File: config.mk
export PLATFORM = sky130hd
export DESIGN_NAME = rtcsa_core
export DESIGN_NICKNAME = d
export VERILOG_FILES = /design/src/rtl/rtcsa_dummy_unused.sv /design/src/common/rtcsa_pkg.sv /design/src/common/rtcsa_tick_if.sv /design/src/rtl/rtcsa_core.sv /design/src/rtl/rtcsa_sec_gen.sv
export SDC_FILE = /design/constraint.sdc
export NUM_CORES = 1
export LEC_CHECK = 0
export BUFFER_PORTS_ARGS = -buffer_cell sky130_fd_sc_hd__clkbuf_2
export CAP_MARGIN = 15
export CORE_MARGIN = 1.5
export CORE_UTILIZATION = 50
export CTS_CLUSTER_SIZE = 8
export DETAILED_ROUTE_END_ITERATION = 12
export PLACE_DENSITY = 0.73
export SLEW_MARGIN = 20
export SYNTH_ARGS = -nofsm -noshare
export SYNTH_HDL_FRONTEND = slang
export SYNTH_HIERARCHICAL = 1
export SYNTH_SLANG_ARGS = --single-unit
File: constraint.sdc
create_clock -name mclk -period 5.15 [get_ports mclk]
set_input_delay 1.03 -clock mclk [delete_from_list [all_inputs] [get_ports mclk]]
set_output_delay 1.03 -clock mclk [all_outputs]
set_load 0.005 [all_outputs]
File: src/rtl/rtcsa_dummy_unused.sv
`timescale 1ns/1ps
`default_nettype none
`default_nettype wire

File: src/common/rtcsa_pkg.sv
`default_nettype none
package rtcsa_pkg;

  // register offsets on the device register port
  localparam logic [3:0] TRIM_OFS  = 4'h7;
  localparam logic [3:0] INTEN_OFS = 4'hE;
  localparam logic [3:0] FLAG_OFS  = 4'hF;

  // interrupt_enable_control fields
  localparam int WK_EN_BIT    = 7;
  localparam int DY_EN_BIT    = 6;
  localparam int HOUR12_BIT   = 5;
  localparam int SCLK_B_BIT   = 4;
  localparam int TEST_BIT     = 3;
  localparam int PER_SEL_LSB  = 0;

  // flag_status_control fields
  localparam int THR_SEL_BIT  = 7;
  localparam int DROP_BIT     = 6;
  localparam int SPARE_BIT    = 5;
  localparam int HALT_BIT     = 4;
  localparam int SCLK_A_BIT   = 3;
  localparam int PER_FLAG_BIT = 2;
  localparam int WK_FLAG_BIT  = 1;
  localparam int DY_FLAG_BIT  = 0;

  // values held after power-up and after a halt event
  localparam logic [7:0] INTEN_RST = 8'h00;
  localparam logic [6:0] TRIM_RST  = 7'h00;
  localparam logic       HALT_RST  = 1'b1;

  // time base: sub-clock ticks per nominal second, correction window, step
  localparam logic [15:0] SUB_PER_SEC   = 16'h8000;
  localparam logic [4:0]  TRIM_WIN_SEC  = 5'h14;
  localparam int          TRIM_STEP_SH  = 1;

  // supply sampling window
  localparam int SAMPLE_WIN_NS  = 7800000;
  localparam int CLK_PERIOD_NS  = 4;
  localparam int SAMPLE_CYCLES  = (SAMPLE_WIN_NS + CLK_PERIOD_NS - 1) / CLK_PERIOD_NS;
  localparam int SAMPLE_CNT_W   = 21;

  typedef enum logic [2:0] {
    PER_OFF, PER_LOW, PER_2HZ, PER_1HZ, PER_SEC, PER_MIN, PER_HOUR, PER_MONTH
  } rtcsa_per_mode_t;

  typedef enum logic {MON_WAIT, MON_SAMPLE} rtcsa_mon_state_t;

  // length of the corrected second in sub-clock ticks
  function automatic logic [15:0] trim_len(input logic [6:0] code);
    logic [15:0] ext;
    ext = {9'h000, code};
    if (code == 7'h00 || code == 7'h01 || code == 7'h40 || code == 7'h41) begin
      trim_len = SUB_PER_SEC;
    end else if (!code[6]) begin
      trim_len = SUB_PER_SEC + ((ext - 16'h0001) << TRIM_STEP_SH);
    end else begin
      trim_len = SUB_PER_SEC - ((16'h0080 - ext) << TRIM_STEP_SH);
    end
  endfunction

  // hour and minute comparison shared by both alarms
  function automatic logic hm_match(input logic [7:0] h_a, input logic [7:0] m_a,
                                    input logic [7:0] h_b, input logic [7:0] m_b);
    hm_match = (h_a == h_b) && (m_a == m_b);
  endfunction

endpackage
`default_nettype wire

File: src/common/rtcsa_tick_if.sv
`timescale 1ns/1ps
`default_nettype none
interface rtcsa_tick_if;
  logic       sub_tick;
  logic [6:0] trim_code;
  logic       sec_tick;
  logic [1:0] frac;
  modport gen  (input sub_tick, input trim_code, output sec_tick, output frac);
  modport core (output sub_tick, output trim_code, input sec_tick, input frac);
endinterface
`default_nettype wire

File: src/rtl/rtcsa_core.sv
`timescale 1ns/1ps
`default_nettype none
// What this block does
// - Sub-clock output follows the raw oscillator; trimming never touches it.
// - Codes 0000010..0111111 slow the time count by 3.05 to 189.2 ppm.
// - Codes 1111111..1000010 speed the time count by 3.05 to 189.2 ppm.
// - Threshold select 0 compares against 2.1 V, 1 against 1.6 V.
// - Halt and supply-drop flags set on event, hold until written 0.
// - Halt flag becoming 1 forces supply-drop flag to 0.
// - Halt detection only while chip enable is low; result kept afterwards.
// - Halt clears trim, enables, mode, clock enables, test, select, spare, flags.
// - Power-up with chip enable low sets the halt flag, clearing dependents.
// - Power-up with chip enable high also sets the halt flag; the undefined state is not modelled.
// - Supply is sampled only in a 7.8 ms window each second.
// - Sampling stops while the supply-drop flag is 1.
// - Alarm match drives interrupt low; week alarm adds day-of-week.
// - Week flag at bit 1 of flag register, enable at bit 7.
// - Daily flag at bit 0 of flag register, enable at bit 6.
// - Periodic select at bits 2..0, zero disables; flag at bit 2.
// - With all enables and selects zero the interrupt is released.
// - Interrupt is low while any source asserts.
// - Each alarm works only while its enable is 1.
// - Alarm flag reads status; write 1 ignored, write 0 clears and releases.
// - Clearing an alarm flag leaves its enable alone.
// - Level mode drives low each period until its flag is written 0.
// - Trimming changes the tick count of one second every 20 seconds.
module rtcsa_core #(
  parameter int SAMPLE_CYCLES = rtcsa_pkg::SAMPLE_CYCLES  // supply sampling window length
) (
  input  wire logic       mclk,            // system clock, 250 MHz
  input  wire logic       reset_n,         // synchronous reset, active low
  input  wire logic       ce,              // chip enable pin level
  input  wire logic       osc_stopped,     // oscillator halt sensor level
  input  wire logic       sub_tick,        // one pulse per sub-clock period
  input  wire logic       subclock_in,     // raw sub-clock level
  input  wire logic       clkc,            // sub-clock output control pin
  input  wire logic       below_2v1,       // supply under high threshold
  input  wire logic       below_1v6,       // supply under low threshold
  input  wire logic [3:0] reg_addr,        // register offset
  input  wire logic       reg_wr,          // register write strobe
  input  wire logic [7:0] reg_wdata,       // register write data
  input  wire logic [2:0] cur_weekday,     // current day of week 0..6
  input  wire logic [7:0] cur_hour,        // current hour
  input  wire logic [7:0] cur_minute,      // current minute
  input  wire logic [6:0] wk_alarm_days,   // week alarm day mask
  input  wire logic [7:0] wk_alarm_hour,   // week alarm hour
  input  wire logic [7:0] wk_alarm_minute, // week alarm minute
  input  wire logic [7:0] dy_alarm_hour,   // daily alarm hour
  input  wire logic [7:0] dy_alarm_minute, // daily alarm minute
  input  wire logic       minute_tick,     // minute rollover pulse
  input  wire logic       hour_tick,       // hour rollover pulse
  input  wire logic       month_tick,      // month rollover pulse
  output logic      [7:0] reg_rdata,       // registered read data
  output logic            sec_tick,        // corrected one-second pulse
  output logic            hour_mode_12,    // 12/24 selector to the counters
  output logic            test_mode,       // test bit
  output logic            irq_n_out,       // interrupt pin output value
  output logic            irq_n_out_oe,    // interrupt pin drive enable
  output logic            subclock_out     // sub-clock output pin
);

  logic [6:0] trim_q;
  logic       wk_en_q;
  logic       dy_en_q;
  logic       hour12_q;
  logic       sclk_b_q;
  logic       test_q;
  logic [2:0] per_sel_q;
  logic       thr_sel_q;
  logic       drop_q;
  logic       spare_q;
  logic       halt_q;
  logic       sclk_a_q;
  logic       per_flag_q;
  logic       wk_flag_q;
  logic       dy_flag_q;
  logic       wk_match_q;
  logic       dy_match_q;
  logic       irq_low_q;
  logic       sclk_out_q;
  logic [7:0] rdata_q;

  logic       wr_trim;
  logic       wr_inten;
  logic       wr_flag;
  logic       halt_evt;
  logic       wk_match;
  logic       dy_match;
  logic       wk_set;
  logic       dy_set;
  logic       per_evt;
  logic       per_drive;
  logic       drop_evt;
  logic       under;
  rtcsa_pkg::rtcsa_per_mode_t per_mode;

  rtcsa_pkg::rtcsa_mon_state_t mon_q;
  logic [rtcsa_pkg::SAMPLE_CNT_W-1:0] win_cnt_q;

  // last count of the sampling window, cut to the counter width
  localparam int WIN_LAST = SAMPLE_CYCLES - 1;

  rtcsa_tick_if tick ();

  assign tick.sub_tick  = sub_tick;
  assign tick.trim_code = trim_q;

  rtcsa_sec_gen u_sec_gen (
    .mclk    (mclk),
    .reset_n (reset_n),
    .t       (tick)
  );

  assign wr_trim  = reg_wr && (reg_addr == rtcsa_pkg::TRIM_OFS);
  assign wr_inten = reg_wr && (reg_addr == rtcsa_pkg::INTEN_OFS);
  assign wr_flag  = reg_wr && (reg_addr == rtcsa_pkg::FLAG_OFS);

  // sensing gated by chip enable low
  assign halt_evt = osc_stopped && !ce;

  // halt clears win over any write in the same cycle
  // trim cleared on halt
  always_ff @(posedge mclk) begin
    if (!reset_n) begin
      trim_q <= rtcsa_pkg::TRIM_RST;
    end else if (halt_evt) begin
      trim_q <= rtcsa_pkg::TRIM_RST;
    end else if (wr_trim) begin
      trim_q <= reg_wdata[6:0];
    end
  end

  always_ff @(posedge mclk) begin
    if (!reset_n || halt_evt) begin
      wk_en_q   <= rtcsa_pkg::INTEN_RST[rtcsa_pkg::WK_EN_BIT];
      dy_en_q   <= rtcsa_pkg::INTEN_RST[rtcsa_pkg::DY_EN_BIT];
      hour12_q  <= rtcsa_pkg::INTEN_RST[rtcsa_pkg::HOUR12_BIT];
      sclk_b_q  <= rtcsa_pkg::INTEN_RST[rtcsa_pkg::SCLK_B_BIT];
      test_q    <= rtcsa_pkg::INTEN_RST[rtcsa_pkg::TEST_BIT];
      per_sel_q <= rtcsa_pkg::INTEN_RST[rtcsa_pkg::PER_SEL_LSB +: 3];
    end else if (wr_inten) begin
      wk_en_q   <= reg_wdata[rtcsa_pkg::WK_EN_BIT];
      dy_en_q   <= reg_wdata[rtcsa_pkg::DY_EN_BIT];
      hour12_q  <= reg_wdata[rtcsa_pkg::HOUR12_BIT];
      sclk_b_q  <= reg_wdata[rtcsa_pkg::SCLK_B_BIT];
      test_q    <= reg_wdata[rtcsa_pkg::TEST_BIT];
      per_sel_q <= reg_wdata[rtcsa_pkg::PER_SEL_LSB +: 3];
    end
  end

  // plain status bits cleared on halt
  always_ff @(posedge mclk) begin
    if (!reset_n || halt_evt) begin
      thr_sel_q <= 1'b0;
      spare_q   <= 1'b0;
      sclk_a_q  <= 1'b0;
    end else if (wr_flag) begin
      thr_sel_q <= reg_wdata[rtcsa_pkg::THR_SEL_BIT];
      spare_q   <= reg_wdata[rtcsa_pkg::SPARE_BIT];
      sclk_a_q  <= reg_wdata[rtcsa_pkg::SCLK_A_BIT];
    end
  end

  // sticky halt flag, only a write of 0 clears
  // undefined power-up not modelled, reset always sets
  always_ff @(posedge mclk) begin
    if (!reset_n) begin
      halt_q <= rtcsa_pkg::HALT_RST;
    end else if (halt_evt) begin
      halt_q <= 1'b1;
    end else if (wr_flag && !reg_wdata[rtcsa_pkg::HALT_BIT]) begin
      halt_q <= 1'b0;
    end
  end

  assign under = thr_sel_q ? below_1v6 : below_2v1;

  // no new window while drop is recorded
  always_ff @(posedge mclk) begin
    if (!reset_n) begin
      mon_q     <= rtcsa_pkg::MON_WAIT;
      win_cnt_q <= '0;
    end else begin
      case (mon_q)
        rtcsa_pkg::MON_WAIT: begin
          win_cnt_q <= '0;
          if (tick.sec_tick && !drop_q) begin
            mon_q <= rtcsa_pkg::MON_SAMPLE;
          end
        end
        rtcsa_pkg::MON_SAMPLE: begin
          if (drop_q || win_cnt_q == WIN_LAST[rtcsa_pkg::SAMPLE_CNT_W-1:0]) begin
            mon_q <= rtcsa_pkg::MON_WAIT;
          end else begin
            win_cnt_q <= win_cnt_q + 1'b1;
          end
        end
        default: begin
          mon_q <= rtcsa_pkg::MON_WAIT;
        end
      endcase
    end
  end

  assign drop_evt = (mon_q == rtcsa_pkg::MON_SAMPLE) && !drop_q && under;

  // halt forces the drop flag to 0
  // drop flag sticky, set wins over a write of 0
  always_ff @(posedge mclk) begin
    if (!reset_n || halt_evt) begin
      drop_q <= 1'b0;
    end else if (drop_evt) begin
      drop_q <= 1'b1;
    end else if (wr_flag && !reg_wdata[rtcsa_pkg::DROP_BIT]) begin
      drop_q <= 1'b0;
    end
  end

  // week alarm also compares day of week
  assign wk_match = wk_alarm_days[cur_weekday] &&
                    rtcsa_pkg::hm_match(cur_hour, cur_minute, wk_alarm_hour, wk_alarm_minute);
  assign dy_match = rtcsa_pkg::hm_match(cur_hour, cur_minute, dy_alarm_hour, dy_alarm_minute);

  always_ff @(posedge mclk) begin
    if (!reset_n) begin
      wk_match_q <= 1'b0;
      dy_match_q <= 1'b0;
    end else begin
      wk_match_q <= wk_match;
      dy_match_q <= dy_match;
    end
  end

  // only the start of a match fires, so a cleared flag waits for the next one
  // enable gates the alarm
  assign wk_set = wk_en_q && wk_match && !wk_match_q;
  assign dy_set = dy_en_q && dy_match && !dy_match_q;

  // write 0 clears, write 1 ignored, set wins
  always_ff @(posedge mclk) begin
    if (!reset_n || halt_evt) begin
      wk_flag_q <= 1'b0;
      dy_flag_q <= 1'b0;
    end else begin
      if (wk_set) begin
        wk_flag_q <= 1'b1;
      end else if (wr_flag && !reg_wdata[rtcsa_pkg::WK_FLAG_BIT]) begin
        wk_flag_q <= 1'b0;
      end
      if (dy_set) begin
        dy_flag_q <= 1'b1;
      end else if (wr_flag && !reg_wdata[rtcsa_pkg::DY_FLAG_BIT]) begin
        dy_flag_q <= 1'b0;
      end
    end
  end

  assign per_mode = rtcsa_pkg::rtcsa_per_mode_t'(per_sel_q);

  always_comb begin
    per_evt   = 1'b0;
    per_drive = 1'b0;
    case (per_mode)
      rtcsa_pkg::PER_OFF: begin
        per_evt   = 1'b0;
        per_drive = 1'b0;
      end
      rtcsa_pkg::PER_LOW: begin
        per_drive = 1'b1;
      end
      rtcsa_pkg::PER_2HZ: begin
        per_evt   = tick.sec_tick;
        per_drive = !tick.frac[0];
      end
      rtcsa_pkg::PER_1HZ: begin
        per_evt   = tick.sec_tick;
        per_drive = !tick.frac[1];
      end
      rtcsa_pkg::PER_SEC: begin
        per_evt   = tick.sec_tick;
        per_drive = per_flag_q;
      end
      rtcsa_pkg::PER_MIN: begin
        per_evt   = minute_tick;
        per_drive = per_flag_q;
      end
      rtcsa_pkg::PER_HOUR: begin
        per_evt   = hour_tick;
        per_drive = per_flag_q;
      end
      rtcsa_pkg::PER_MONTH: begin
        per_evt   = month_tick;
        per_drive = per_flag_q;
      end
      default: begin
        per_evt   = 1'b0;
        per_drive = 1'b0;
      end
    endcase
  end

  // level mode flag held until written 0
  always_ff @(posedge mclk) begin
    if (!reset_n || halt_evt) begin
      per_flag_q <= 1'b0;
    end else if (per_evt) begin
      per_flag_q <= 1'b1;
    end else if (wr_flag && !reg_wdata[rtcsa_pkg::PER_FLAG_BIT]) begin
      per_flag_q <= 1'b0;
    end
  end

  // any source pulls the pin low
  always_ff @(posedge mclk) begin
    if (!reset_n) begin
      irq_low_q <= 1'b0;
    end else begin
      irq_low_q <= (wk_en_q && wk_flag_q) || (dy_en_q && dy_flag_q) || per_drive;
    end
  end

  // raw oscillator passed through, trim never applied
  always_ff @(posedge mclk) begin
    if (!reset_n) begin
      sclk_out_q <= 1'b0;
    end else begin
      sclk_out_q <= clkc && (!sclk_a_q || !sclk_b_q) && subclock_in;
    end
  end

  always_ff @(posedge mclk) begin
    if (!reset_n) begin
      rdata_q <= 8'h00;
    end else begin
      case (reg_addr)
        rtcsa_pkg::TRIM_OFS:  rdata_q <= {1'b0, trim_q};
        rtcsa_pkg::INTEN_OFS: rdata_q <= {wk_en_q, dy_en_q, hour12_q, sclk_b_q,
                                          test_q, per_sel_q};
        rtcsa_pkg::FLAG_OFS:  rdata_q <= {thr_sel_q, drop_q, spare_q, halt_q,
                                          sclk_a_q, per_flag_q, wk_flag_q, dy_flag_q};
        default:              rdata_q <= 8'h00;
      endcase
    end
  end

  assign reg_rdata    = rdata_q;
  assign sec_tick     = tick.sec_tick;
  assign hour_mode_12 = hour12_q;
  assign test_mode    = test_q;
  assign irq_n_out    = 1'b0;
  assign irq_n_out_oe = irq_low_q;
  assign subclock_out = sclk_out_q;

endmodule
`default_nettype wire

File: src/rtl/rtcsa_sec_gen.sv
`timescale 1ns/1ps
`default_nettype none
module rtcsa_sec_gen (
  input  wire logic   mclk,    // system clock
  input  wire logic   reset_n, // synchronous reset, active low
  rtcsa_tick_if.gen   t        // tick carrier to the core
);
  logic [15:0] count_q;
  logic [4:0]  sec_cnt_q;
  logic        sec_tick_q;
  logic [1:0]  frac_q;
  logic [15:0] len;

  always_comb begin
    if (sec_cnt_q == rtcsa_pkg::TRIM_WIN_SEC - 5'h01) begin
      len = rtcsa_pkg::trim_len(t.trim_code);
    end else begin
      len = rtcsa_pkg::SUB_PER_SEC;
    end
  end

  always_ff @(posedge mclk) begin
    if (!reset_n) begin
      count_q    <= 16'h0000;
      sec_cnt_q  <= 5'h00;
      sec_tick_q <= 1'b0;
    end else begin
      sec_tick_q <= 1'b0;
      if (t.sub_tick) begin
        if (count_q >= len - 16'h0001) begin
          count_q    <= 16'h0000;
          sec_tick_q <= 1'b1;
          if (sec_cnt_q == rtcsa_pkg::TRIM_WIN_SEC - 5'h01) begin
            sec_cnt_q <= 5'h00;
          end else begin
            sec_cnt_q <= sec_cnt_q + 5'h01;
          end
        end else begin
          count_q <= count_q + 16'h0001;
        end
      end
    end
  end

  always_ff @(posedge mclk) begin
    if (!reset_n) begin
      frac_q <= 2'h0;
    end else begin
      frac_q <= count_q[14:13];
    end
  end

  assign t.sec_tick = sec_tick_q;
  assign t.frac     = frac_q;
endmodule
`default_nettype wire

# Yosys cells after proc, flatten, opt, wreduce, memory -nomap -nowiden
# Index checks and enable logic that the tools add are counted.
# op_classes
add_sub_neg	8
order_cmp	2
eq_ne	20
mux	25
n_bitwise	2
n_reduce_logical	56
# ops
op	n
$mux W16	4
$pmux W21 S2	1
$eq A8 B8 Y1	4
$pmux W8 S3	1
$logic_and A1 B1 Y1	23
$add A21 B1 Y21 const B	1
$eq A21 B21 Y1 const B	1
$mux W21	1
$add A16 B1 Y16 const B	1
$add A16 B16 Y16 const A	1
$ge A16 B16 Y1	1
$sub A16 B1 Y16 const B	1
$sub A16 B16 Y16 const A	1
$eq A7 B7 Y1 const B	2
$logic_not A1 Y1	14
$mux W1	13
$eq A3 B3 Y1 const B	4
$sub A8 B7 Y9 const A	1
$eq A4 B4 Y1 const B	2
$logic_or A1 B1 Y1	8
$reduce_bool A2 Y1	4
$sub A7 B1 Y8 const B	1
$eq A7 B1 Y1 const B	1
$logic_not A7 Y1	1
other kinds (18)	21
# totals
register_bits	81
inputBits	83
out_inout_bits	14
elab_cells	139

# Longest topological paths before layout
# Gate-level depths: netlist of the first run.
# depth
word_depth	9
ltp_mapped	18

# Modules after synthesis
# The synthesis of the first run kept the hierarchy.
# by_module_without_submodules
module	instances	cells_each	area_each_um2
rtcsa_core	1	337	2960.3
rtcsa_sec_gen	1	237	1973.1

# Least setup slack after synthesis of the first run
# No wires, ideal clock.
# synth_timing
path_type	flip-flop to flip-flop
from	register trim_q[0] (netlist: tick.trim_code[0])
to	register u_sec_gen.count_q[10]
setup_ns	0.065
t_arrival_ns	4.249
setup_slack_ns	0.836
path_stages_with_launch	19
period_less_slack_ns	4.314
cell_sequence	dfxtp_1 > buf_6 > inv_1 > ha_1 > or3b_4 > nand4_1 > ha_1 > dlygate4sd3_1 > nor2_1 > a21o_1 > a22oi_1 > ha_1 > a2111oi_0 > o21ai_0 > o2111ai_1 > a21oi_1 > nand2b_1 > clkbuf_1 > nor2_1
# synth_between
elab_chain_cells	9
word_cells_on_any_way	17
# synth_rtl
item	line	text
start, declared	rtcsa_core.sv:62	logic [6:0] trim_q;
start signal, assigned	rtcsa_core.sv:125	trim_q <= rtcsa_pkg::TRIM_RST;
start signal, assigned	rtcsa_core.sv:127	trim_q <= rtcsa_pkg::TRIM_RST;
start signal, assigned	rtcsa_core.sv:129	trim_q <= reg_wdata[6:0];
parallel branches: the longest is 4 deep, another holds $sub A16 B16 Y16	--	
$mux W16 *	rtcsa_pkg.sv:53	if (code == 7'h00 || code == 7'h01 || code == 7'h40 || code == 7'h41) begin
$mux W16 *	rtcsa_sec_gen.sv:15	if (sec_cnt_q == rtcsa_pkg::TRIM_WIN_SEC - 5'h01) begin
$sub A16 B1 Y16 *	rtcsa_sec_gen.sv:30	if (count_q >= len - 16'h0001) begin
$ge A16 B16 Y1 *	rtcsa_sec_gen.sv:30	
$mux W16 *	rtcsa_sec_gen.sv:30	
end signal, assigned	rtcsa_sec_gen.sv:39	count_q <= count_q + 16'h0001;
end, declared	rtcsa_sec_gen.sv:8	logic [15:0] count_q;
# Every way passes the cells marked *.
# A chain may end at the register's enable or synchronous reset.

# Final worst setup path of the first run
# layout_timing
from	register trim_q[0] (netlist: tick.trim_code[0])
to	register u_sec_gen.count_q[13]
# The elaborated chain is that of the path after synthesis.

==> results by group, run 1 <==
Run status
  • Status: complete, no violations

STA
  • Setup_tns: 0 ns
  • RSZ-0062 raised after global routing: false
  • WHS: between 0.4 and 0.5 ns
  • Fin crit period: 4.67 ns
  • Slew Limit Headroom: 0.523
  • Final Cycle Share: 0.906
  • Worst Tran Pin Value: between 0.7 and 0.8 ns
  • Max Clock Skew: between 0.006 and 0.007 ns
  • Fmax: between 0.2 and 0.25 GHz
  • Final Hold Viols: 0
  • Endpoints failing setup: 0
  • Pins Over Slew Limit: 0

Synthesis
  • Post-Synth XOR/XNOR Area: 0.121
  • Sequential share of the synthesized area: 0.329
  • Synth Area in Compound Gates: 0.139
  • Synth Flop Type: dfxtp_1
  • Combinational family with the most area after synthesis: simple AND/OR/NAND/NOR gates
  • Post-synth top area share: 0.329
  • Cell variety after synth: 69
  • Mux contribution to synthesized area: 0.0715
  • Synth Area per Inst: between 8 and 9 µm²
  • Post-synthesis net count: 678
  • Post-synth EDFFs: 0
  • Post-Synth Adder-Cell Area: 0.0533
  • Ys async rst share: 0
  • Post-synthesis simple-gate area fraction: 0.250
  • Cell taking the most area after synthesis: dfxtp_1
  • Post-Syn Area: a little under 5000 µm²
  • Synth Instances: about 570
  • Warnings from Yosys: 6
  • Post-synthesis register bit count: 81
  • Synth area leaders: dfxtp_1 (33%), xnor2_1 (5.9%), ha_1 (5.3%), xor2_1 (5.0%), mux2i_1 (4.9%)

Setup path
  • CP Max Fanout: 13
  • WP data arrival: slightly below 5 ns
  • CP Data Required Time: 5.45 ns
  • Crit path kind: flop to flop
  • Worst reg-to-reg setup slack: between 0.4 and 0.5 ns
  • Startpoint Class: flop
  • Register-to-Register Path Depth: 15
  • CP Capture Type: flop

Routing
  • Drt pass-1 iters: 4
  • DR WL/cell: approximately 15 µm
  • # DRC: 0
  • Post-DRT Antenna Nets: 0
  • Via density: ~5.6
  • Final WL: between 10000 and 15000 µm
  • DRC marker count from the first detailed-route iteration: approximately 270
  • Via Count: 4411

Cells and area
  • Layout cells sized above 1: 0.204
  • Antenna cell count: 0
  • Commonest non-fill, non-tap cell in the layout: clkbuf_2
  • Filler Cell Count: about 900
  • Multi-input logic area: about 3100 µm²
  • Final Instance Count excl. Fillers: ~800
  • Nets: 761
  • Area occupied by registers: 1620 µm²
  • Layout area overhead: 14.7%
  • Final Util: 0.584
  • Most frequent cells in the layout: clkbuf_2 (95), dfxtp_1 (81), nor2_1 (62)

Floorplanning
  • Initial Utilization: 0.509
  • Die Span X: approximately 100 µm
  • IO Pins: 97
  • Die height: 102 µm
  • Die area: 10500 µm²
  • Core Area: about 9700 µm²
  • Row count: 36

CTS
  • CTS clk-pin slew, worst paths: 0.08 ns
  • Htree depth: 3
  • CTS tree: yes
  • Clk sinks: 81
  • Post-CTS Setup Bufs: 0
  • Hold Buf Count CTS: 0
  • Clock Tree Buf Depth: 2
  • Clock Tree Root: clkbuf_8
  • Resize count post-CTS: 0
  • Worst-skew pair later-pin latency: between 0.3 and 0.4 ns
  • CTS Buf Count: 9

Pwr
  • Sequential group share of total power: 0.515
  • Power density cells: 217 nW/µm²
  • Internal power: roughly 0.93 mW
  • Clock power frac: 0.394
  • Comb pwr share: 0.091
  • Sw Pwr: 0.295 mW
  • Switching Fraction: 0.240
  • Peak VDD IR: between 0.15 and 0.2 mV
  • P_leak: between 2 and 2.5 nW

Global routing
  • Antenna violations before repair: 0
  • Vias in the first global route: between 4000 and 5000
  • Overflow left after global routing: 0
  • GRT Overall Usage: 0.239
  • Largest net degree at the start of global routing: 24
  • First-pass GRT wire length: 19600 µm

Hold path
  • Hold depth: 2
  • Hold Path Class: flop to flop

Placed design
  • Placed cell count: 779
  • HPWL Detailed: between 8000 and 9000 µm
  • GPL Wtd Cong: roughly 0.88
  • Buffers added on ports: 95

Run
  • Max-Cap Viols: 0
-- path summary, 6_finish.rpt --
path                                  start                                 end
min reg2reg             halt_q$_SDFFE_PP1P_                 halt_q$_SDFFE_PP1P_
max reg2reg  tick.trim_code[0]$_SDFFE_PP0P_  u_sec_gen/count_q[13]$_SDFFE_PN0P_
max          tick.trim_code[0]$_SDFFE_PP0P_  u_sec_gen/count_q[13]$_SDFFE_PN0P_
min                     halt_q$_SDFFE_PP1P_                 halt_q$_SDFFE_PP1P_
-- layer usage --
metal / global-route usage / part of all wire / vias up
met5: 0 / 0 / -
met4: 0.0822 / 0.014 / 0
met3: 0.0622 / 0.041 / 16
met2: 0.400 / 0.48 / 93
met1: 0.299 / 0.46 / 2084
li1: - / - / 2218
-- synthesized netlist by cell type, types with 11 or more instances --
master     n
xnor2_1   33
o21ai_0   25
ha_1      21
clkbuf_1  16
mux2i_1   24
nand3_1   20
xor2_1    28
nand2_1   45
inv_1     14
nor2_1    62
nand4_1   16
dfxtp_1   81
nor4_1    11
a21oi_1   31
-- registers in the layout, summed over array words and instances, names as in the netlist, 2 cells and up --
register,count
win_cnt_q,21
u_sec_gen/count_q,16
reg_rdata,8
tick.trim_code,7
u_sec_gen/sec_cnt_q,5
per_mode,3
u_sec_gen/t.frac,2
-- power by group through the flow --
| stage | Clock (mW) | Combinational (mW) | Sequential (mW) |
|---|---|---|---|
| after floorplan | 0 | 0.0604 | 0.646 |
| after global placement | 0 | 0.107 | 0.647 |
| after detailed placement | 0 | 0.111 | 0.647 |
| after CTS | 0.496 | 0.112 | 0.632 |
| after global routing | 0.522 | 0.122 | 0.633 |
| final | 0.483 | 0.112 | 0.632 |
-- per-stage QoR --
step / instance area [µm²] / total power [mW] / worst slack, ns
after floorplan: 4930 / 0.706 / 0.836
after global placement: 5460 / 0.754 / 0.731
after detailed placement: 5460 / 0.758 / 0.530
after CTS: 5660 / 1.24 / 0.491
after global routing: 5660 / 1.28 / 0.154
final: 5660 / 1.23 / 0.483
-- worst max-delay path, stage by stage, from the launching register on --
cell	delay, ns
dfxtp_1	0.54
inv_1	0.09
ha_1	0.33
or3b_4	0.41
and2b_2	0.28
xnor3_1	0.24
a22oi_1	0.41
o21bai_1	0.12
a22oi_1	0.21
ha_1	0.28
a2111oi_0	0.34
o21ai_0	0.17
o2111ai_1	0.35
a21oi_1	0.23
nand2b_1	0.40
nor2_1	0.21
-- final cells by class --
cell class                 instances  share of cell area
multi-input combinational        455               0.553
sequential                        81               0.286
clock buffer                      11              0.0267
tap                              133              0.0294
clock inverter                     4             0.00928
timing repair buffer              96              0.0853
inverter                          14             0.00928
-- cells by family after synthesis --
group / Yosys count
buf+inv: 38
xor+xnor: 64
simple gates: 232
other cells: 1
flops: 81
fa+ha+maj: 21
compound gates: 104
mux: 33
(Power assumes the default switching activity.)
==> run 2: changes to the inputs <==
clock period = 5.6 ns   (was 5.15 ns; I/O delays follow)
==> results by group, run 2 (synthesis results as in run 1) <==
Global routing
  • Overflow left after global routing: 0 (unchanged)
  • GRT Overall Usage: 0.238 (was 0.239)
  • Vias in the first global route: 4285 (was 4257)
  • Antenna violations before repair: 0 (unchanged)
  • First-pass GRT wire length: 19600 µm (about the same)
  • Largest net degree at the start of global routing: 24 (unchanged)

Hold path
  • Hold depth: 1 (was 2)
  • Hold Path Class: flop to flop (unchanged)
  • Hold Startpoint: sclk_b_q$_SDFFE_PP0P_ (was halt_q$_SDFFE_PP1P_)
  • Min-Delay Endpoint: subclock_out$_SDFF_PN0_ (was halt_q$_SDFFE_PP1P_)

Floorplanning
  • Die Span X: 102 µm (unchanged)
  • Core Area: 9680 µm² (unchanged)
  • Die area: 10500 µm² (unchanged)
  • Die height: 102 µm (unchanged)
  • IO Pins: 97 (unchanged)
  • Row count: 36 (unchanged)
  • Initial Utilization: 0.509 (unchanged)

CTS
  • Clk sinks: 81 (unchanged)
  • Clock Tree Buf Depth: 2 (unchanged)
  • CTS clk-pin slew, worst paths: 0.09 ns (was 0.08 ns)
  • Hold Buf Count CTS: 0 (unchanged)
  • Post-CTS Setup Bufs: 0 (unchanged)
  • Htree depth: 3 (unchanged)
  • CTS tree: yes (unchanged)
  • Resize count post-CTS: 0 (unchanged)
  • CTS Buf Count: 9 (unchanged)
  • Worst-skew pair later-pin latency: 0.37 ns (about the same)
  • Clock Tree Root: clkbuf_8 (unchanged)

Pwr
  • P_leak: 2.28 nW (was 2.29 nW)
  • Peak VDD IR: 0.166 mV (was 0.151 mV)
  • Power density cells: 199 nW/µm² (was 217 nW/µm²)

Setup path
  • CP Max Fanout: 13 (unchanged)
  • Crit path kind: flop to flop (unchanged)
  • Worst path bufs/invs: 1 (unchanged)
  • CP Capture Type: flop (unchanged)
  • Crit path max-delay family: compound AO/OA/AOI/OAI gates (unchanged)
  • R2r startpoint: tick.trim_code[0]$_SDFFE_PP0P_ (unchanged)
  • CP max-delay cell: dfxtp_1 (unchanged)
  • Critical path, cell by cell: inv_1, ha_1, or3b_4, and2b_2, xnor3_1, a22oi_1, o21bai_1, a22oi_1, ha_1, a2111oi_0, o21ai_0, o2111ai_1, a21oi_1, nand2b_1, nor2_1 (unchanged)
  • R2r endpoint: u_sec_gen/count_q[14]$_SDFFE_PN0P_ (was u_sec_gen/count_q[13]$_SDFFE_PN0P_)
  • Register-to-Register Path Depth: 15 (unchanged)
  • Startpoint Class: flop (unchanged)
  • Worst reg-to-reg setup slack: 0.98 ns (was 0.48 ns)
  • WP data arrival: 4.92 ns (was 4.96 ns)
  • CP max stage delay: 0.54 ns (about the same)
  • CP Data Required Time: 5.90 ns (was 5.45 ns)

STA
  • Final Cycle Share: 0.825 (was 0.906)
  • Final Hold Viols: 0 (unchanged)
  • PnR worst setup slack: 0.980 ns (was 0.483 ns)
  • Worst Tran Pin Value: 0.704 ns (was 0.713 ns)
  • Fin crit period: 4.62 ns (was 4.67 ns)
  • Setup_tns: 0 ns (unchanged)
  • RSZ-0062 raised after global routing: false (unchanged)
  • Pins Over Slew Limit: 0 (unchanged)
  • Endpoints failing setup: 0 (unchanged)
  • Slew Limit Headroom: 0.529 (was 0.523)
  • Max Clock Skew: 0.00617 ns (was 0.00686 ns)
  • Fmax: 0.216 GHz (was 0.214 GHz)

Cells and area
  • Largest register FFs: 21 (unchanged)
  • Most frequent cells in the layout: clkbuf_2 (95), dfxtp_1 (81), nor2_1 (62) (unchanged)
  • Filler Cell Count: 867 (was 874)
  • Nets: 761 (unchanged)
  • Multi-input logic area: 3130 µm² (unchanged)
  • Final Util: 0.584 (unchanged)
  • Largest Register: win_cnt_q (unchanged)
  • Layout cells sized above 1: 0.204 (about the same)
  • Layout area overhead: 14.7% (unchanged)
  • Final Cell Area: 5660 µm² (unchanged)
  • Area occupied by registers: 1620 µm² (unchanged)
  • Antenna cell count: 0 (unchanged)
  • Commonest non-fill, non-tap cell in the layout: clkbuf_2 (unchanged)

Placed design
  • HPWL Detailed: 8860 µm (was 8910 µm)
  • Pre-CTS setup slack: 1.02 ns (was 0.530 ns)
  • Dpl cell area: 5460 µm² (unchanged)
  • Buffers added on ports: 95 (unchanged)
  • GPL Wtd Cong: 0.883 (unchanged)

Routing
  • # DRC: 0 (unchanged)
  • Drt pass-1 iters: 5 (was 4)
  • Via Count: 4439 (was 4411)
  • Post-DRT Antenna Nets: 0 (unchanged)
  • Final WL: 11500 µm (was 11600 µm)
  • DR WL/cell: 14.5 µm (was 14.6 µm)
  • DRC marker count from the first detailed-route iteration: 214 (was 271)
  • Via density: 5.58 (was 5.56)

Run status
  • Status: complete, no violations (unchanged)

Run
  • Max-Cap Viols: 0 (unchanged)
==> run 2: cell count changes in the layout (fill, tap and decap cells not counted) <==
cell	previous run	this run
clkbuf_8	11	10
inv_6	0	2
clkinvlp_4	0	2
clkbuf_1	0	1
clkinv_4	2	0
clkinv_2	1	0
==> run 2: area by class of cell <==
| class | count | share of cell area |
|---|---|---|
| clock inverter | 5 | 0.0111 |
| clock buffer | 11 | 0.0250 |
| inverter | 14 | 0.00928 |
| sequential | 81 | 0.286 |
| multi-input combinational | 455 | 0.553 |
| tap | 133 | 0.0294 |
| timing repair buffer | 96 | 0.0853 |
==> run 2: power by group <==
group	switching [mW]	total, mW	internal, mW
combinational	0.0514	0.102	0.0509
clock	0.222	0.443	0.221
sequential	0.00351	0.582	0.578
total	0.277	1.13	0.850
==> run 2: worst max-delay path by stage <==
stage	start	to	slack (ns)	cells past startpoint
global route	tick.trim_code[0]$_SDFFE_PP0P_	u_sec_gen/count_q[6]$_SDFFE_PN0P_	0.59	15
detailed placement	tick.trim_code[0]$_SDFFE_PP0P_	u_sec_gen/count_q[13]$_SDFFE_PN0P_	1.02	15
CTS	tick.trim_code[0]$_SDFFE_PP0P_	u_sec_gen/count_q[13]$_SDFFE_PN0P_	0.99	15
floorplan	tick.trim_code[0]$_SDFFE_PP0P_	u_sec_gen/count_q[10]$_SDFFE_PN0P_	1.29	18
finish	tick.trim_code[0]$_SDFFE_PP0P_	u_sec_gen/count_q[14]$_SDFFE_PN0P_	0.98	15
global placement	tick.trim_code[0]$_SDFFE_PP0P_	u_sec_gen/count_q[13]$_SDFFE_PN0P_	1.18	15
==> run 2: worst reg2reg max path, cell delays in order, from the launching register on <==
cell and delay, ns:
dfxtp_1 0.54, inv_1 0.08, ha_1 0.33, or3b_4 0.41, and2b_2 0.28, xnor3_1 0.24
a22oi_1 0.39, o21bai_1 0.12, a22oi_1 0.21, ha_1 0.28, a2111oi_0 0.33, o21ai_0 0.16
o2111ai_1 0.35, a21oi_1 0.23, nand2b_1 0.40, nor2_1 0.19
==> run 2: per-layer routing <==
| metal | vias to the layer above | wire length (µm) | share of wire | GRT usage |
|---|---|---|---|---|
| met5 | - | 0 | 0 | 0 |
| met4 | 0 | 147 | 0.013 | 0.0769 |
| met3 | 15 | 471 | 0.041 | 0.0581 |
| met2 | 112 | 5610 | 0.49 | 0.401 |
| met1 | 2093 | 5270 | 0.46 | 0.298 |
| li1 | 2219 | - | - | - |
==> run 2: through the flow <==
step                instances  hold slack [ns]  total power [mW]
floorplan                 574            0.420             0.650
global placement          779            0.445             0.694
detailed placement        779            0.457             0.697
CTS                       795            0.470              1.14
global route              795            0.492              1.18
finish                    795            0.472              1.13
==> run 3: changes to the inputs <==
PLACE_DENSITY = 0.76   (was 0.73)
clock period = 3.98 ns   (was 5.6 ns; I/O delays follow)
==> results by group, run 3 (synthesis results as in run 1) <==
Run status
  • Status: complete, no violations (unchanged)

Floorplanning
  • IO Pins: 97 (unchanged)
  • Row count: 36 (unchanged)
  • Die height: 102 µm (unchanged)
  • Die area: 10500 µm² (unchanged)
  • Initial Utilization: 0.509 (unchanged)
  • Die Span X: 102 µm (unchanged)
  • Core Area: 9680 µm² (unchanged)

Setup path
  • R2r startpoint: tick.trim_code[1]$_SDFFE_PP0P_ (was tick.trim_code[0]$_SDFFE_PP0P_)
  • R2r endpoint: u_sec_gen/sec_cnt_q[1]$_SDFFE_PN0P_ (was u_sec_gen/count_q[14]$_SDFFE_PN0P_)
  • Startpoint Class: flop (unchanged)
  • WP data arrival: 4.15 ns (was 4.92 ns)
  • CP Capture Type: flop (unchanged)
  • Register-to-Register Path Depth: 17 (was 15)
  • Crit path kind: flop to flop (unchanged)
  • Critical Path End: u_sec_gen/sec_cnt_q[1]$_SDFFE_PN0P_ (was u_sec_gen/count_q[14]$_SDFFE_PN0P_)
  • Worst reg-to-reg setup slack: 0.08 ns (was 0.98 ns)
  • CP Max Fanout: 5 (was 13)
  • CP Data Required Time: 4.23 ns (was 5.90 ns)
  • Setup crit start: tick.trim_code[1]$_SDFFE_PP0P_ (was tick.trim_code[0]$_SDFFE_PP0P_)

Cells and area
  • Final Util: 0.613 (was 0.584)
  • Nets: 776 (was 761)
  • Layout area overhead: 20.4% (was 14.7%)
  • Layout cells sized above 1: 0.260 (was 0.204)
  • Most frequent cells in the layout: clkbuf_2 (95), dfxtp_1 (79), nor2_1 (58) (was clkbuf_2 (95), dfxtp_1 (81), nor2_1 (62))
  • Filler Cell Count: 851 (was 867)
  • Commonest non-fill, non-tap cell in the layout: clkbuf_2 (unchanged)
  • Largest Register: win_cnt_q (unchanged)
  • Final Instance Count excl. Fillers: 810 (was 795)
  • Antenna cell count: 0 (unchanged)
  • Largest register FFs: 21 (unchanged)

Pwr
  • Sequential group share of total power: 0.490 (was 0.516)
  • P_leak: 2.38 nW (was 2.28 nW)
  • Sw Pwr: 0.415 mW (was 0.277 mW)
  • Clock power frac: 0.420 (was 0.393)
  • Power, Total: 1.67 mW (was 1.13 mW)
  • Power density cells: 281 nW/µm² (was 199 nW/µm²)
  • Internal power: 1.26 mW (was 0.850 mW)
  • Switching Fraction: 0.248 (was 0.246)
  • Comb pwr share: 0.090 (was 0.091)
  • Peak VDD IR: 0.223 mV (was 0.166 mV)

Hold path
  • Hold Path Class: flop to flop (unchanged)

STA
  • Setup_tns: 0 ns (unchanged)
  • Fmax: 0.257 GHz (was 0.216 GHz)
  • Endpoints failing setup: 0 (unchanged)
  • Worst Tran Pin Value: 0.727 ns (was 0.704 ns)
  • Max Clock Skew: 0.0164 ns (was 0.00617 ns)
  • Pins Over Slew Limit: 0 (unchanged)
  • Final Cycle Share: 0.979 (was 0.825)
  • Fin crit period: 3.90 ns (was 4.62 ns)
  • RSZ-0062 raised after global routing: true (was false)
  • Final Hold Viols: 0 (unchanged)
  • Slew Limit Headroom: 0.514 (was 0.529)

Global routing
  • Vias in the first global route: 4397 (was 4285)
  • First-pass GRT wire length: 19700 µm (was 19600 µm)
  • Largest net degree at the start of global routing: 24 (unchanged)
  • Overflow left after global routing: 0 (unchanged)
  • Antenna violations before repair: 0 (unchanged)
  • GRT Overall Usage: 0.236 (was 0.238)

Routing
  • DR WL/cell: 14.6 µm (was 14.5 µm)
  • DRC marker count from the first detailed-route iteration: 171 (was 214)
  • Via density: 5.54 (was 5.58)
  • Via Count: 4491 (was 4439)
  • Final WL: 11800 µm (was 11500 µm)
  • Drt pass-1 iters: 4 (was 5)
  • Post-DRT Antenna Nets: 0 (unchanged)
  • # DRC: 0 (unchanged)

CTS
  • CTS tree: yes (unchanged)
  • Htree depth: 3 (unchanged)
  • CTS clk-pin slew, worst paths: 0.09 ns (about the same)
  • Worst-skew pair later-pin latency: 0.37 ns (about the same)
  • Clock Tree Root: clkbuf_8 (unchanged)
  • Clock Tree Buf Depth: 2 (unchanged)
  • Clk sinks: 81 (unchanged)
  • CTS Buf Count: 9 (unchanged)

Placed design
  • Buffers added on ports: 95 (unchanged)
  • GPL Wtd Cong: 0.837 (was 0.883)
  • Placed cell count: 788 (was 779)
  • HPWL Detailed: 8890 µm (was 8860 µm)

Run
  • Max-Cap Viols: 0 (unchanged)
## run 3: cell count changes in the layout (fill, tap and decap cells not counted), sizes merged
cell,change
buf,+15
bufinv,+1
clkbuf,-2
clkinvlp,-1
inv,+2
## run 3: worst min path at each step
| stage | startpoint | to | slack, ns | depth (start not counted) |
|---|---|---|---|---|
| final | halt_q$_SDFFE_PP1P_ | halt_q$_SDFFE_PP1P_ | 0.46 | 2 |
| after global routing | sclk_a_q$_SDFFE_PP0N_ | subclock_out$_SDFF_PN0_ | 0.51 | 1 |
| after CTS | halt_q$_SDFFE_PP1P_ | halt_q$_SDFFE_PP1P_ | 0.47 | 2 |
| after detailed placement | halt_q$_SDFFE_PP1P_ | halt_q$_SDFFE_PP1P_ | 0.45 | 2 |
| after global placement | sclk_b_q$_SDFFE_PP0P_ | subclock_out$_SDFF_PN0_ | 0.45 | 1 |
| after floorplan | sclk_a_q$_SDFFE_PP0N_ | subclock_out$_SDFF_PN0_ | 0.42 | 1 |
## run 3: timing repair
action / in CTS / in global routing
hold buffers: 0 / 0
pin swaps: 1 / 18
buffers inserted: 0 / 6
endpoints found under the setup margin: 21 / 22
gates resized for setup: 3 / 27
## run 3: layout make-up
| cell class | instances | area, µm² | share of cell area |
|---|---|---|---|
| multi-input cells | 455 | 3270 | 0.550 |
| flip-flops and latches | 81 | 1620 | 0.273 |
| repair buffers | 111 | 596 | 0.100 |
| well taps | 133 | 166 | 0.0280 |
| clock buffers | 9 | 124 | 0.0209 |
| clock inverters | 7 | 108 | 0.0181 |
| inverters | 14 | 52.6 | 0.00885 |
## run 3: power groups by stage
stage / clock network (mW) / registers [mW] / logic [mW]
final: 0.702 / 0.818 / 0.150
after global routing: 0.750 / 0.819 / 0.165
after CTS: 0.711 / 0.818 / 0.145
after detailed placement: 0 / 0.837 / 0.144
after global placement: 0 / 0.837 / 0.140
after floorplan: 0 / 0.836 / 0.0784
## run 3: per-layer routing
| layer | GRT usage | routed length, µm |
|---|---|---|
| met1 | 0.291 | 5280 |
| met2 | 0.414 | 5970 |
| met3 | 0.0417 | 402 |
| met4 | 0.0790 | 189 |
| met5 | 0 | 0 |
## run 3: critical path: stages (launching register included)
cell	delay [ns]
dfxtp_2	0.34
inv_2	0.05
ha_4	0.23
or3b_4	0.40
or4b_4	0.51
a2bb2oi_4	0.20
xnor2_4	0.12
nor4_4	0.35
buf_4	0.18
a21oi_2	0.04
ha_1	0.36
a21oi_2	0.16
o21ai_1	0.09
a21oi_2	0.30
a21oi_2	0.10
buf_4	0.16
mux2i_1	0.13
nor2b_1	0.06
## run 3: metrics by stage
step / setup WS [ns] / hold WS, ns / instance area [µm²]
final: 0.0824 / 0.464 / 5940
after global routing: -0.0797 / 0.511 / 5940
after CTS: 0.0452 / 0.468 / 5770
after detailed placement: -0.122 / 0.451 / 5540
after global placement: 0.0611 / 0.448 / 5540
after floorplan: 0.00672 / 0.420 / 4950
